[src/irqp_pkg.sv]
// Purpose: shared constants, carriers and helpers of the irq resolver
// Assumes: 32-bit AXI4-Lite register bus, one clock domain
// Notes:   arbiter request slots 0 and 5 never rotate
`default_nettype none

package irqp_pkg;

    localparam int NSRC = 32;
    localparam int NGRP = 6;
    localparam int NREQ = 6;

    // register byte addresses
    localparam logic [31:0] ADDR_PRIO = 32'h4a00_000c;
    localparam logic [31:0] ADDR_PEND = 32'h4a00_0010;
    localparam logic [31:0] ADDR_INDEX = 32'h4a00_0014;

    // reset values and writable bits
    localparam logic [31:0] PRIO_RESET = 32'h0000_007f;
    localparam logic [31:0] PRIO_WMASK = 32'h001f_ffff;
    localparam logic [31:0] PEND_RESET = 32'h0000_0000;
    localparam logic [4:0] INDEX_RESET = 5'h00;

    // priority register field layout
    localparam int ROT_LSB = 0;
    localparam int SEL_LSB = 7;
    localparam int SEL_W = 2;
    localparam int TOP_ARB = 6;

    // first source index of request slot 0 of each group, modulo 32
    localparam logic [NGRP-1:0][4:0] GRP_BASE =
        {5'h1b, 5'h16, 5'h10, 5'h0a, 5'h04, 5'h1f};
    // groups that only use request slots 1 to 4
    localparam logic [NGRP-1:0] GRP_FOUR = 6'h21;
    localparam logic [2:0] REQ_FIRST = 3'h0;
    localparam logic [2:0] REQ_LAST = 3'h5;
    localparam logic [2:0] REQ_ONE = 3'h1;

    localparam logic [1:0] RESP_OKAY = 2'h0;
    localparam logic [1:0] RESP_SLVERR = 2'h2;

    // one write command from the bus side
    typedef struct packed {
        logic [31:0] addr;
        logic [31:0] data;
        logic [3:0] strb;
    } irqp_wr_s;

    // one read answer toward the bus side
    typedef struct packed {
        logic [31:0] data;
        logic err;
    } irqp_rd_s;

    // request slot served at priority position pos under order select sel
    function automatic logic [2:0] irqp_order_req(input logic [2:0] pos,
                                                  input logic [1:0] sel);
        logic [1:0] k;
        k = 2'(pos - REQ_ONE) + sel;
        if (pos == REQ_FIRST || pos == REQ_LAST) begin
            return pos;
        end
        return {1'b0, k} + REQ_ONE;
    endfunction : irqp_order_req

    // order select that moves the granted slot to the back of the ring
    function automatic logic [1:0] irqp_next_sel(input logic [2:0] req,
                                                 input logic [1:0] cur);
        if (req == REQ_FIRST || req == REQ_LAST) begin
            return cur;
        end
        return req[1:0];
    endfunction : irqp_next_sel

    // byte strobes widened to a bit mask
    function automatic logic [31:0] irqp_strb_mask(input logic [3:0] strb);
        return {{8{strb[3]}}, {8{strb[2]}}, {8{strb[1]}}, {8{strb[0]}}};
    endfunction : irqp_strb_mask

endpackage : irqp_pkg

`default_nettype wire

[src/irqp_arbiter.sv]
// Purpose: six-slot fixed-ends priority arbiter, purely combinational
// Assumes: slot 0 always first, slot 5 always last
// Notes:   slots 1 to 4 follow the ring picked by sel
`default_nettype none

module irqp_arbiter
    import irqp_pkg::*;
(
    input wire logic [NREQ-1:0] req, // request per slot
    input wire logic [1:0] sel,      // order select
    output logic any,                // some slot requests
    output logic [2:0] grant         // winning slot
);

    logic [2:0] slot;

    // walk positions from lowest to highest priority, last hit wins
    always_comb begin
        slot = REQ_FIRST;
        any = 1'b0;
        grant = REQ_FIRST;
        for (int p = NREQ - 1; p >= 0; p--) begin
            slot = irqp_order_req(3'(p), sel);
            if (req[slot]) begin
                any = 1'b1;
                grant = slot;
            end
        end
    end

endmodule : irqp_arbiter

`default_nettype wire

[src/irqp_axil_slave.sv]
// Purpose: AXI4-Lite handshake front end for the resolver registers
// Assumes: one write and one read outstanding at most
// Notes:   address and data are taken in either order
`default_nettype none

module irqp_axil_slave
    import irqp_pkg::*;
(
    input wire logic aclk,            // system clock
    input wire logic aresetn,         // sync reset, low
    input wire logic [31:0] awaddr,   // write address
    input wire logic awvalid,         // write address valid
    output logic awready,             // write address ready
    input wire logic [31:0] wdata,    // write data
    input wire logic [3:0] wstrb,     // write strobes
    input wire logic wvalid,          // write data valid
    output logic wready,              // write data ready
    output logic [1:0] bresp,         // write response
    output logic bvalid,              // write response valid
    input wire logic bready,          // write response ready
    input wire logic [31:0] araddr,   // read address
    input wire logic arvalid,         // read address valid
    output logic arready,             // read address ready
    output logic [31:0] rdata,        // read data
    output logic [1:0] rresp,         // read response
    output logic rvalid,              // read data valid
    input wire logic rready,          // read data ready
    output irqp_wr_s wr,              // held write command
    output logic wr_go,               // write executes this cycle
    input wire logic wr_err,          // write target is not writable
    output logic rd_go,               // read taken this cycle
    input wire irqp_rd_s rd           // answer for araddr
);

    logic aw_held;
    logic w_held;
    logic [31:0] held_addr;
    logic [31:0] held_data;
    logic [3:0] held_strb;

    // one process per channel, merged into the command carrier
    assign wr = '{addr: held_addr, data: held_data, strb: held_strb};

    // a write runs once both halves are held and no response waits
    assign wr_go = aw_held && w_held && !bvalid;
    assign rd_go = arvalid && arready;

    // write address channel
    always_ff @(posedge aclk) begin
        if (!aresetn) begin
            aw_held <= 1'b0;
            awready <= 1'b0;
            held_addr <= '0;
        end else if (awvalid && awready) begin
            aw_held <= 1'b1;
            awready <= 1'b0;
            held_addr <= awaddr;
        end else begin
            if (wr_go) begin
                aw_held <= 1'b0;
            end
            awready <= !aw_held && !bvalid;
        end
    end

    // write data channel
    always_ff @(posedge aclk) begin
        if (!aresetn) begin
            w_held <= 1'b0;
            wready <= 1'b0;
            held_data <= '0;
            held_strb <= '0;
        end else if (wvalid && wready) begin
            w_held <= 1'b1;
            wready <= 1'b0;
            held_data <= wdata;
            held_strb <= wstrb;
        end else begin
            if (wr_go) begin
                w_held <= 1'b0;
            end
            wready <= !w_held && !bvalid;
        end
    end

    // write response
    always_ff @(posedge aclk) begin
        if (!aresetn) begin
            bvalid <= 1'b0;
            bresp <= RESP_OKAY;
        end else if (wr_go) begin
            bvalid <= 1'b1;
            bresp <= wr_err ? RESP_SLVERR : RESP_OKAY;
        end else if (bready) begin
            bvalid <= 1'b0;
        end
    end

    // read channel: data is sampled at the address handshake
    always_ff @(posedge aclk) begin
        if (!aresetn) begin
            arready <= 1'b0;
            rvalid <= 1'b0;
            rdata <= '0;
            rresp <= RESP_OKAY;
        end else if (rd_go) begin
            arready <= 1'b0;
            rvalid <= 1'b1;
            rdata <= rd.data;
            rresp <= rd.err ? RESP_SLVERR : RESP_OKAY;
        end else begin
            if (rready) begin
                rvalid <= 1'b0;
            end
            arready <= !rvalid;
        end
    end

endmodule : irqp_axil_slave

`default_nettype wire

[src/irqp_resolver.sv]
// Purpose: priority resolution and winner reporting for 32 irq sources
// Assumes: pending, mask and mode bits come from same-clock logic
// Notes:   registers reached over AXI4-Lite
//
// Notes on behaviour
// - seven rotate bits, set means rotate, reset ones
// - arbiters 0-5 take six order selects
// - arbiter 6 order select at bits 20:19
// - arbiters 0 and 5 serve requests 1-4
// - one-hot winner register drives normal irq
// - only unmasked waiting requests may win
// - writing one clears, zero leaves bit alone
// - winner register resets to zero
// - fast-mode sources never enter winner register
// - index register holds winner bit position
// - index clears once both pending bits clear
// - fast-mode sources leave index untouched
// - masked sources still pend but are not served
// - mode bit one means fast, one at most
`default_nettype none

module irqp_resolver
    import irqp_pkg::*;
(
    input wire logic aclk,                      // system clock
    input wire logic aresetn,                   // sync reset, low
    input wire logic [31:0] s_axi_awaddr,       // write address
    input wire logic s_axi_awvalid,             // write address valid
    output logic s_axi_awready,                 // write address ready
    input wire logic [31:0] s_axi_wdata,        // write data
    input wire logic [3:0] s_axi_wstrb,         // write strobes
    input wire logic s_axi_wvalid,              // write data valid
    output logic s_axi_wready,                  // write data ready
    output logic [1:0] s_axi_bresp,             // write response
    output logic s_axi_bvalid,                  // write response valid
    input wire logic s_axi_bready,              // write response ready
    input wire logic [31:0] s_axi_araddr,       // read address
    input wire logic s_axi_arvalid,             // read address valid
    output logic s_axi_arready,                 // read address ready
    output logic [31:0] s_axi_rdata,            // read data
    output logic [1:0] s_axi_rresp,             // read response
    output logic s_axi_rvalid,                  // read data valid
    input wire logic s_axi_rready,              // read data ready
    input wire logic [NSRC-1:0] source_pending_bits,   // waiting sources
    input wire logic [NSRC-1:0] source_mask_bits,      // 1 = masked
    input wire logic [NSRC-1:0] fast_mode_select_bits, // 1 = fast mode
    output logic irq_req                        // normal irq to core
);

    logic [31:0] prio;
    logic [NSRC-1:0] pend;
    logic [4:0] index;
    logic [31:0] next_prio;
    logic [NSRC-1:0] next_pend;
    logic [4:0] next_index;

    irqp_wr_s wr;
    irqp_rd_s rd;
    logic wr_go;
    logic wr_err;
    logic rd_go;
    logic wr_prio;
    logic wr_pend;
    logic [31:0] wr_bits;

    logic [NSRC-1:0] eligible;
    logic [NGRP-1:0][NREQ-1:0] grp_req;
    logic [NGRP-1:0] grp_any;
    logic [NGRP-1:0][2:0] grp_grant;
    logic top_any;
    logic [2:0] top_grant;
    logic [2:0] win_slot;
    logic [4:0] win_idx;
    logic latch;

    // bus front end
    irqp_axil_slave u_bus (
        .aclk(aclk),
        .aresetn(aresetn),
        .awaddr(s_axi_awaddr),
        .awvalid(s_axi_awvalid),
        .awready(s_axi_awready),
        .wdata(s_axi_wdata),
        .wstrb(s_axi_wstrb),
        .wvalid(s_axi_wvalid),
        .wready(s_axi_wready),
        .bresp(s_axi_bresp),
        .bvalid(s_axi_bvalid),
        .bready(s_axi_bready),
        .araddr(s_axi_araddr),
        .arvalid(s_axi_arvalid),
        .arready(s_axi_arready),
        .rdata(s_axi_rdata),
        .rresp(s_axi_rresp),
        .rvalid(s_axi_rvalid),
        .rready(s_axi_rready),
        .wr(wr),
        .wr_go(wr_go),
        .wr_err(wr_err),
        .rd_go(rd_go),
        .rd(rd)
    );

    // write decode; the index register is read-only
    assign wr_prio = wr_go && (wr.addr == ADDR_PRIO);
    assign wr_pend = wr_go && (wr.addr == ADDR_PEND);
    assign wr_err = (wr.addr != ADDR_PRIO) && (wr.addr != ADDR_PEND);
    assign wr_bits = wr.data & irqp_strb_mask(wr.strb);

    // read decode, unmapped addresses answer an error with zero data
    always_comb begin
        rd.data = '0;
        rd.err = 1'b0;
        case (s_axi_araddr)
            ADDR_PRIO: rd.data = prio & PRIO_WMASK;
            ADDR_PEND: rd.data = pend;
            ADDR_INDEX: rd.data = {27'h000_0000, index};
            default: rd.err = 1'b1;
        endcase
    end

    // masked, fast-mode and idle sources cannot compete
    assign eligible = source_pending_bits & ~source_mask_bits
                    & ~fast_mode_select_bits;

    // spread sources over the six groups, slot r of group g
    always_comb begin
        for (int g = 0; g < NGRP; g++) begin
            for (int r = 0; r < NREQ; r++) begin
                if (GRP_FOUR[g] && (3'(r) == REQ_FIRST
                                    || 3'(r) == REQ_LAST)) begin
                    grp_req[g][r] = 1'b0;
                end else begin
                    grp_req[g][r] = eligible[5'(GRP_BASE[g] + 5'(r))];
                end
            end
        end
    end

    // group arbiters 0 to 5, each steered by its own order select
    for (genvar g = 0; g < NGRP; g++) begin : g_grp
        irqp_arbiter u_arb (
            .req(grp_req[g]),
            .sel(prio[SEL_LSB + SEL_W * g +: SEL_W]),
            .any(grp_any[g]),
            .grant(grp_grant[g])
        );
    end

    // final arbiter picks among the group winners
    irqp_arbiter u_top (
        .req(grp_any),
        .sel(prio[SEL_LSB + SEL_W * TOP_ARB +: SEL_W]),
        .any(top_any),
        .grant(top_grant)
    );

    // source number of the overall winner
    always_comb begin
        win_slot = grp_grant[0];
        for (int g = 1; g < NGRP; g++) begin
            if (top_grant == 3'(g)) begin
                win_slot = grp_grant[g];
            end
        end
        win_idx = 5'(GRP_BASE[top_grant] + 5'(win_slot));
    end

    // a new winner is latched only while no winner is held
    assign latch = (pend == PEND_RESET) && top_any;

    // priority register: rotation after a grant, bus write on top
    always_comb begin
        next_prio = prio;
        if (latch) begin
            for (int g = 0; g < NGRP; g++) begin
                if (top_grant == 3'(g) && prio[ROT_LSB + g]) begin
                    next_prio[SEL_LSB + SEL_W * g +: SEL_W] =
                        irqp_next_sel(win_slot,
                            prio[SEL_LSB + SEL_W * g +: SEL_W]);
                end
            end
            if (prio[ROT_LSB + TOP_ARB]) begin
                next_prio[SEL_LSB + SEL_W * TOP_ARB +: SEL_W] =
                    irqp_next_sel(top_grant,
                        prio[SEL_LSB + SEL_W * TOP_ARB +: SEL_W]);
            end
        end
        if (wr_prio) begin
            next_prio = ((next_prio & ~irqp_strb_mask(wr.strb))
                      | wr_bits) & PRIO_WMASK;
        end
    end

    // priority control register
    always_ff @(posedge aclk) begin
        if (!aresetn) begin
            prio <= PRIO_RESET;
        end else begin
            prio <= next_prio;
        end
    end

    // winner register: write-one-to-clear, a new winner sets one bit
    always_comb begin
        next_pend = pend;
        if (wr_pend) begin
            next_pend = pend & ~wr_bits;
        end
        if (latch) begin
            next_pend = NSRC'(1) << win_idx;
        end
    end

    // winner register and the irq line it drives
    always_ff @(posedge aclk) begin
        if (!aresetn) begin
            pend <= PEND_RESET;
            irq_req <= 1'b0;
        end else begin
            pend <= next_pend;
            irq_req <= |next_pend;
        end
    end

    // index follows each latch, drops once both pending bits are gone
    always_comb begin
        next_index = index;
        if (latch) begin
            next_index = win_idx;
        end else if (pend == PEND_RESET
                     && !source_pending_bits[index]) begin
            next_index = INDEX_RESET;
        end
    end

    // winner index register
    always_ff @(posedge aclk) begin
        if (!aresetn) begin
            index <= INDEX_RESET;
        end else begin
            index <= next_index;
        end
    end

endmodule : irqp_resolver

`default_nettype wire

[config.mk]
export PLATFORM = sky130hd
export DESIGN_NAME = irqp_resolver
export DESIGN_NICKNAME = d
export VERILOG_FILES = /design/src/irqp_pkg.sv /design/src/irqp_arbiter.sv /design/src/irqp_axil_slave.sv /design/src/irqp_resolver.sv
export SDC_FILE = /design/constraint.sdc
export NUM_CORES = 1
export LEC_CHECK = 0
export ABC_AREA = 1
export BUFFER_PORTS_ARGS = -buffer_cell sky130_fd_sc_hd__buf_2
export CAP_MARGIN = 10
export CORE_ASPECT_RATIO = 1.5
export CORE_UTILIZATION = 35
export CTS_CLUSTER_SIZE = 12
export DETAILED_ROUTE_END_ITERATION = 10
export PLACE_DENSITY_LB_ADDON = 0.3
export SLEW_MARGIN = 20
export SYNTH_ARGS = -nofsm -noshare
export SYNTH_HDL_FRONTEND = slang
export SYNTH_SLANG_ARGS = --single-unit
[constraint.sdc]
create_clock -name aclk -period 7.1 [get_ports aclk]
set_input_delay 1.775 -clock aclk [delete_from_list [all_inputs] [get_ports aclk]]
set_output_delay 1.775 -clock aclk [all_outputs]
set_load 0.005 [all_outputs]
Yosys cells after proc, flatten, opt, wreduce, memory -nomap -nowiden
Memory sizes are Yosys's and may differ from the RTL's.
Index checks and enable logic that the tools add are counted.
Storage, ports and cells
  register bits after elaboration: 170
  ROM bits: 40
  bits of input ports: 203
  output and inout port bits: 42
  memories kept: 1
Memories
  (no name shown): depth 8, width 5, read ports 1, clocked after memory_dff 0, write ports 0, RTL line irqp_resolver.sv:166  | win_idx = 5'(GRP_BASE[top_grant] + 5'(win_slot));
Operators by class
  add/subtract/negate cells: 50
  magnitude comparators: 30
  equality and inequality tests: 13
  shift operators: 1
  mux-type cells: 193
  bitwise operators: 11
  reductions and logical operators: 38
Operator list (number)
  $eq A32 B31 Y1 const B: 5
  $mux W3: 43
  $and A32 B32 Y32: 4
  $lt A3 B4 Y1 const B: 29
  $not A32 Y32: 3
  $pmux W32 S3: 1
  $mux W1: 90
  $add A2 B1 Y3 const B: 28
  $bmux W1 S3: 28
  $mux W32: 2
  $ne A32 B31 Y1 const B: 2
  $mux W2: 23
  $logic_not A32 Y1: 1
  $reduce_or A32 Y1: 1
  $shl A1 B5 Y32 const A: 1
  $add A2 B2 Y2 const A: 14
  $and A21 B21 Y21: 1
  $mux W21: 1
  $not A21 Y21: 1
  $or A21 B21 Y21: 1
  $logic_and A1 B1 Y1: 18
  $mux W5: 3
  $add A1 B2 Y2 const A: 7
  $mux W14: 1
  other kinds (13): 28

Longest topological paths before layout
  depth in word-level cells: 34
  mapped depth: 48
  depth with buffers taken out: 47

By module
From an unflattened synthesis, not the netlist that was laid out.
Second synthesis, totals
  cells, all modules: 2046
  area total of the unflattened synthesis: 12475.7 um^2
By module, submodules not included
  irqp_resolver: times used 1, cells each 924, area each 5276.3 um^2, seq. area each 1181.1 um^2
  irqp_axil_slave: times used 1, cells each 476, area each 3841.2 um^2, seq. area each 2182.1 um^2
  irqp_arbiter at g_grp[1].u_arb ...: times used 6, cells each 92, area each 469.2 um^2, seq. area each 0.0 um^2
  irqp_arbiter at g_grp[0].u_arb: times used 1, cells each 94, area each 543.0 um^2, seq. area each 0.0 um^2

Least setup slack after synthesis
Ideal clock, no wire load.
  path type: input port to flip-flop
  from: input source_mask_bits[30]
  to: register irq_req
  library setup time: 0.128 ns
  arrival time: 6.058 ns
  required time: 6.972 ns
  slack: 0.914 ns
  stages: 39
  cell sequence: nand3b_1 or2_2 nand3_1 nand2_1 nand2_1 inv_1 nand4_1 nand2_1 nor2_1 inv_1 nand2_1 nand2_1 nand2_1 nand3_1 a21boi_4 inv_1 ha_1 nand3_1 (+3 left out) nand2_1 nand2_1 nand2_2 buf_4 inv_1 fa_1 or2_2 nand2_1 nand4_2 nand3_4 buf_6 o21ai_1 nor2_1 nand3_1 nor2_1 nand2_1 nor2_1 nor2_1
Between the ends
  word-level cells in the longest chain between the ends: 26
Ends and longest elaborated chain
  start, declared: RTL line irqp_resolver.sv:45  | input wire logic [NSRC-1:0] source_mask_bits,
  $not A32 Y32 *: RTL line irqp_resolver.sv:123  | assign eligible = source_pending_bits & ~source_mask_bits
  $and A32 B32 Y32 *: RTL line irqp_resolver.sv:123
  $and A32 B32 Y32 *: RTL line irqp_resolver.sv:124  | & ~fast_mode_select_bits;
  $bmux W1 S3: RTL line irqp_arbiter.sv:24  | if (req[slot]) begin
  $mux W1 (not written as such): RTL line irqp_arbiter.sv:24
  $mux W1 (4 in series): RTL line irqp_arbiter.sv:24
  $bmux W1 S3: RTL line irqp_arbiter.sv:24
  $mux W1 (not written as such): RTL line irqp_arbiter.sv:24
  $mux W3 (5 in series): RTL line irqp_arbiter.sv:24
  $eq A3 B1 Y1: RTL line irqp_resolver.sv:162  | if (top_grant == 3'(g)) begin
  $mux W3 (5 in series): RTL line irqp_resolver.sv:162
  $add A5 B3 Y5: RTL line irqp_resolver.sv:166
  $shl A1 B5 Y32: RTL line irqp_resolver.sv:211  | next_pend = NSRC'(1) << win_idx;
  $mux W32 *: RTL line irqp_resolver.sv:210  | if (latch) begin
  $reduce_or A32 Y1 *: RTL line irqp_resolver.sv:222  | irq_req <= |next_pend;
  end signal, assigned: RTL line irqp_resolver.sv:222
  end, declared: RTL line irqp_resolver.sv:47  | output logic irq_req
Every way passes the cells marked *; elsewhere a longest branch is shown, timed or not. The select of a mux whose other input is x is not followed.
A chain may end at the register's enable or synchronous reset.

Worst setup path after layout
  from: input source_pending_bits[1]
  to: register irq_req
Between the ends
  word-level cells in the longest chain between the ends: 25
Ends and longest elaborated chain
  start, declared: RTL line irqp_resolver.sv:44  | input wire logic [NSRC-1:0] source_pending_bits,
  $and A32 B32 Y32 *: RTL line irqp_resolver.sv:123
  $and A32 B32 Y32 *: RTL line irqp_resolver.sv:124
  $bmux W1 S3: RTL line irqp_arbiter.sv:24
  $mux W1 (not written as such): RTL line irqp_arbiter.sv:24
  $mux W1 (4 in series): RTL line irqp_arbiter.sv:24
  $bmux W1 S3: RTL line irqp_arbiter.sv:24
  $mux W1 (not written as such): RTL line irqp_arbiter.sv:24
  $mux W3 (5 in series): RTL line irqp_arbiter.sv:24
  $eq A3 B1 Y1: RTL line irqp_resolver.sv:162
  $mux W3 (5 in series): RTL line irqp_resolver.sv:162
  $add A5 B3 Y5: RTL line irqp_resolver.sv:166
  $shl A1 B5 Y32: RTL line irqp_resolver.sv:211
  $mux W32 *: RTL line irqp_resolver.sv:210
  $reduce_or A32 Y1 *: RTL line irqp_resolver.sv:222
Marked as above.

==> results.txt <==
outcome = finished, final reports clean
clock tree root buffer cell = clkbuf_16
clk slew on worst S/H paths = 0.06 ns
share of post-route cells with drive strength above 1 = 20.1%
Worst-Skew Late Latency = 0.44 ns
total CTS buffers = 17
Iteration-0 DRC Markers = 694
drt pass-1 iters = 5
crit path capture = irq_req
deepest clock path buffer count = 2
Core Region = 0.0318 mm2
synthesized cell area = 0.0113 mm2
pin count of the biggest net entering global routing = 79
Worst Setup Start Kind = input pin
most used cell, CP = nand2_1
GRT Overall Usage = 23.4%
Largest stage delay, worst path = 0.37 ns
DRT Wirelength = 38300 um
global placement routability congestion = 0.942
most frequent cells in the layout = nand2_1 (264), inv_1 (261), buf_2 (241)
crit end category = flop
Arr. time, crit path = 6.84 ns
Top Ports = 245
Yosys reg bits = 168
Sinks on Clock Net = 168
Hold Crit Class = flop to flop
final count of negative-setup-slack endpoints = 0
CTS resizes = 0
main flop type after synthesis = dfxtp_1
Clock Skew = 0.0122 ns
Setup TNS = 0 ns
Synth Area per Inst = 6.54 um2
IO buf count = 242
ant diodes = 0
EDFF count, synth = 0
H-tree depth = 4
FF-to-FF setup slack = 0.67 ns
vias = 12100
Final Cycle Share = 91.9%
RSZ-0062 raised after global routing = false
fmax = 153 MHz
Seq/Total Area, Yosys = 29.8%
grt ovf = 0
FF-to-FF path depth = 37
max-slew violations = 0
FILL cells = 3424
Rows = 80
Ys Warns = 0
first-pass GRT wire length = 60300 um
# Max-Cap Violations = 0
min cycle time layout = 6.53 ns
Final Hold Fails = 0
Slew headroom = 36.9%
Layout Nets = 2175
DP Wirelength = 31000 um
Worst Path Max Fanout = 16
postcts setup bufs = 0
cells after synthesis = 1728
Starting Density = 35.5%
Setup CP Type = input pin to flop
Die ar. = 0.0330 mm2
hold buffer count at CTS = 0
Yosys cell types = 56
CP max-delay cell = fa_1
Worst Path Required = 7.41 ns
vias per cell = 5.15
Routed WL per cell = 16.2 um
CTS tree = built
actual slew at the worst max-slew pin = 0.943 ns
asr flop ratio synth = 0%
Final ANT Viol Nets = 0
worst r2r dst = irq_req
DRC viols = 0
Area Growth Syn to Fin = 18.6%
Reg2Reg Launch Point = prio[7]
Die W = 149 um
Die Height = 222 um
vias in the first global route = 12000
CP Launch Point = source_pending_bits[1]
most common cell after layout, fill and taps aside = nand2_1
initial antenna violation count = 0
flip-flops by register name, indices dropped and copies added (netlist names), 4 cells and up, named ones only:
name             count
u_bus.rdata         32
prio                14
u_bus.held_strb      4
u_bus.held_data     32
u_bus.held_addr     32
index                5
pend                32
per-layer routing:
metal	vias to the layer above	GRT usage, %	part of all wire [%]
li1	6158	-	-
met1	5537	24.2	38
met2	337	44.1	53
met3	105	3.62	4.3
met4	0	12.7	5.1
met5	-	0	0
per-stage QoR:
step                      hold WS (ns)  instances  utilization [%]  instance area [um2]  setup slack, ns
final                            0.442       2358             42.1                13400            0.572
after global routing             0.456       2358             42.1                13400           0.0430
after CTS                        0.445       2358             42.1                13400            0.599
after detailed placement         0.434       2328             40.3                12800            0.160
after global placement           0.434       2328             40.3                12800            0.256
after floorplan                  0.419       1729                -                11300            0.914
critical path: cells and delay by family:
kind            cells  cell delay [ns]
fa+ha+maj           3             0.86
compound gates      2             0.35
buf+inv             4             0.27
simple gates       32             3.57
cell type report:
type                    count  area, um2  share of cell area [%]
clock buffers              20        457                    3.41
multi-input cells        1208       6530                    48.7
flip-flops and latches    168       3360                    25.1
inverters                 280       1050                    7.86
clock inverters            10        120                   0.897
repair buffers            262       1360                    10.2
well taps                 410        513                    3.83
cell usage after synthesis (all sizes together) (6+ instances only):
cell / instances / area share [%]
nand2: 299 / 11
nand3b: 11 / 0.73
ha: 34 / 3.8
nor2: 186 / 6.7
o22ai: 6 / 0.33
nor4: 20 / 1.1
inv: 277 / 9.2
nand3: 158 / 7.6
dfxtp: 168 / 30
o21bai: 11 / 0.90
clkbuf: 52 / 1.7
nor3: 28 / 1.3
a32o: 20 / 1.8
a21oi: 116 / 5.3
o21ai: 201 / 8.9
nand4: 49 / 2.8
a31oi: 16 / 0.89
buf: 21 / 1.5
o211ai: 17 / 1.1
kinds of logic after synthesis:
group | count (synthesis) | synth area share [%]
compound gates | 399 | 20.4
xor+xnor | 9 | 1.10
fa+ha+maj | 35 | 3.94
buf+inv | 353 | 12.5
flops | 168 | 29.8
mux | 1 | 0.0886
other cells | 1 | 0.0332
simple gates | 762 | 32.2
how the worst min path moves through the flow:
stage,from,endpoint,slack [ns],depth (start not counted)
2_1_floorplan,u_bus.aw_held,u_bus.awready,0.42,1
3_3_place_gp,u_bus.rvalid,u_bus.arready,0.43,1
3_5_place_dp,u_bus.rvalid,u_bus.arready,0.43,1
4_1_cts,u_bus.rvalid,u_bus.arready,0.44,1
5_1_grt,u_bus.rvalid,u_bus.arready,0.46,1
6_report,u_bus.rvalid,u_bus.arready,0.44,1
Power is not shown: default switching activity piles up to over one toggle a cycle in this logic, so the estimate is an artifact.
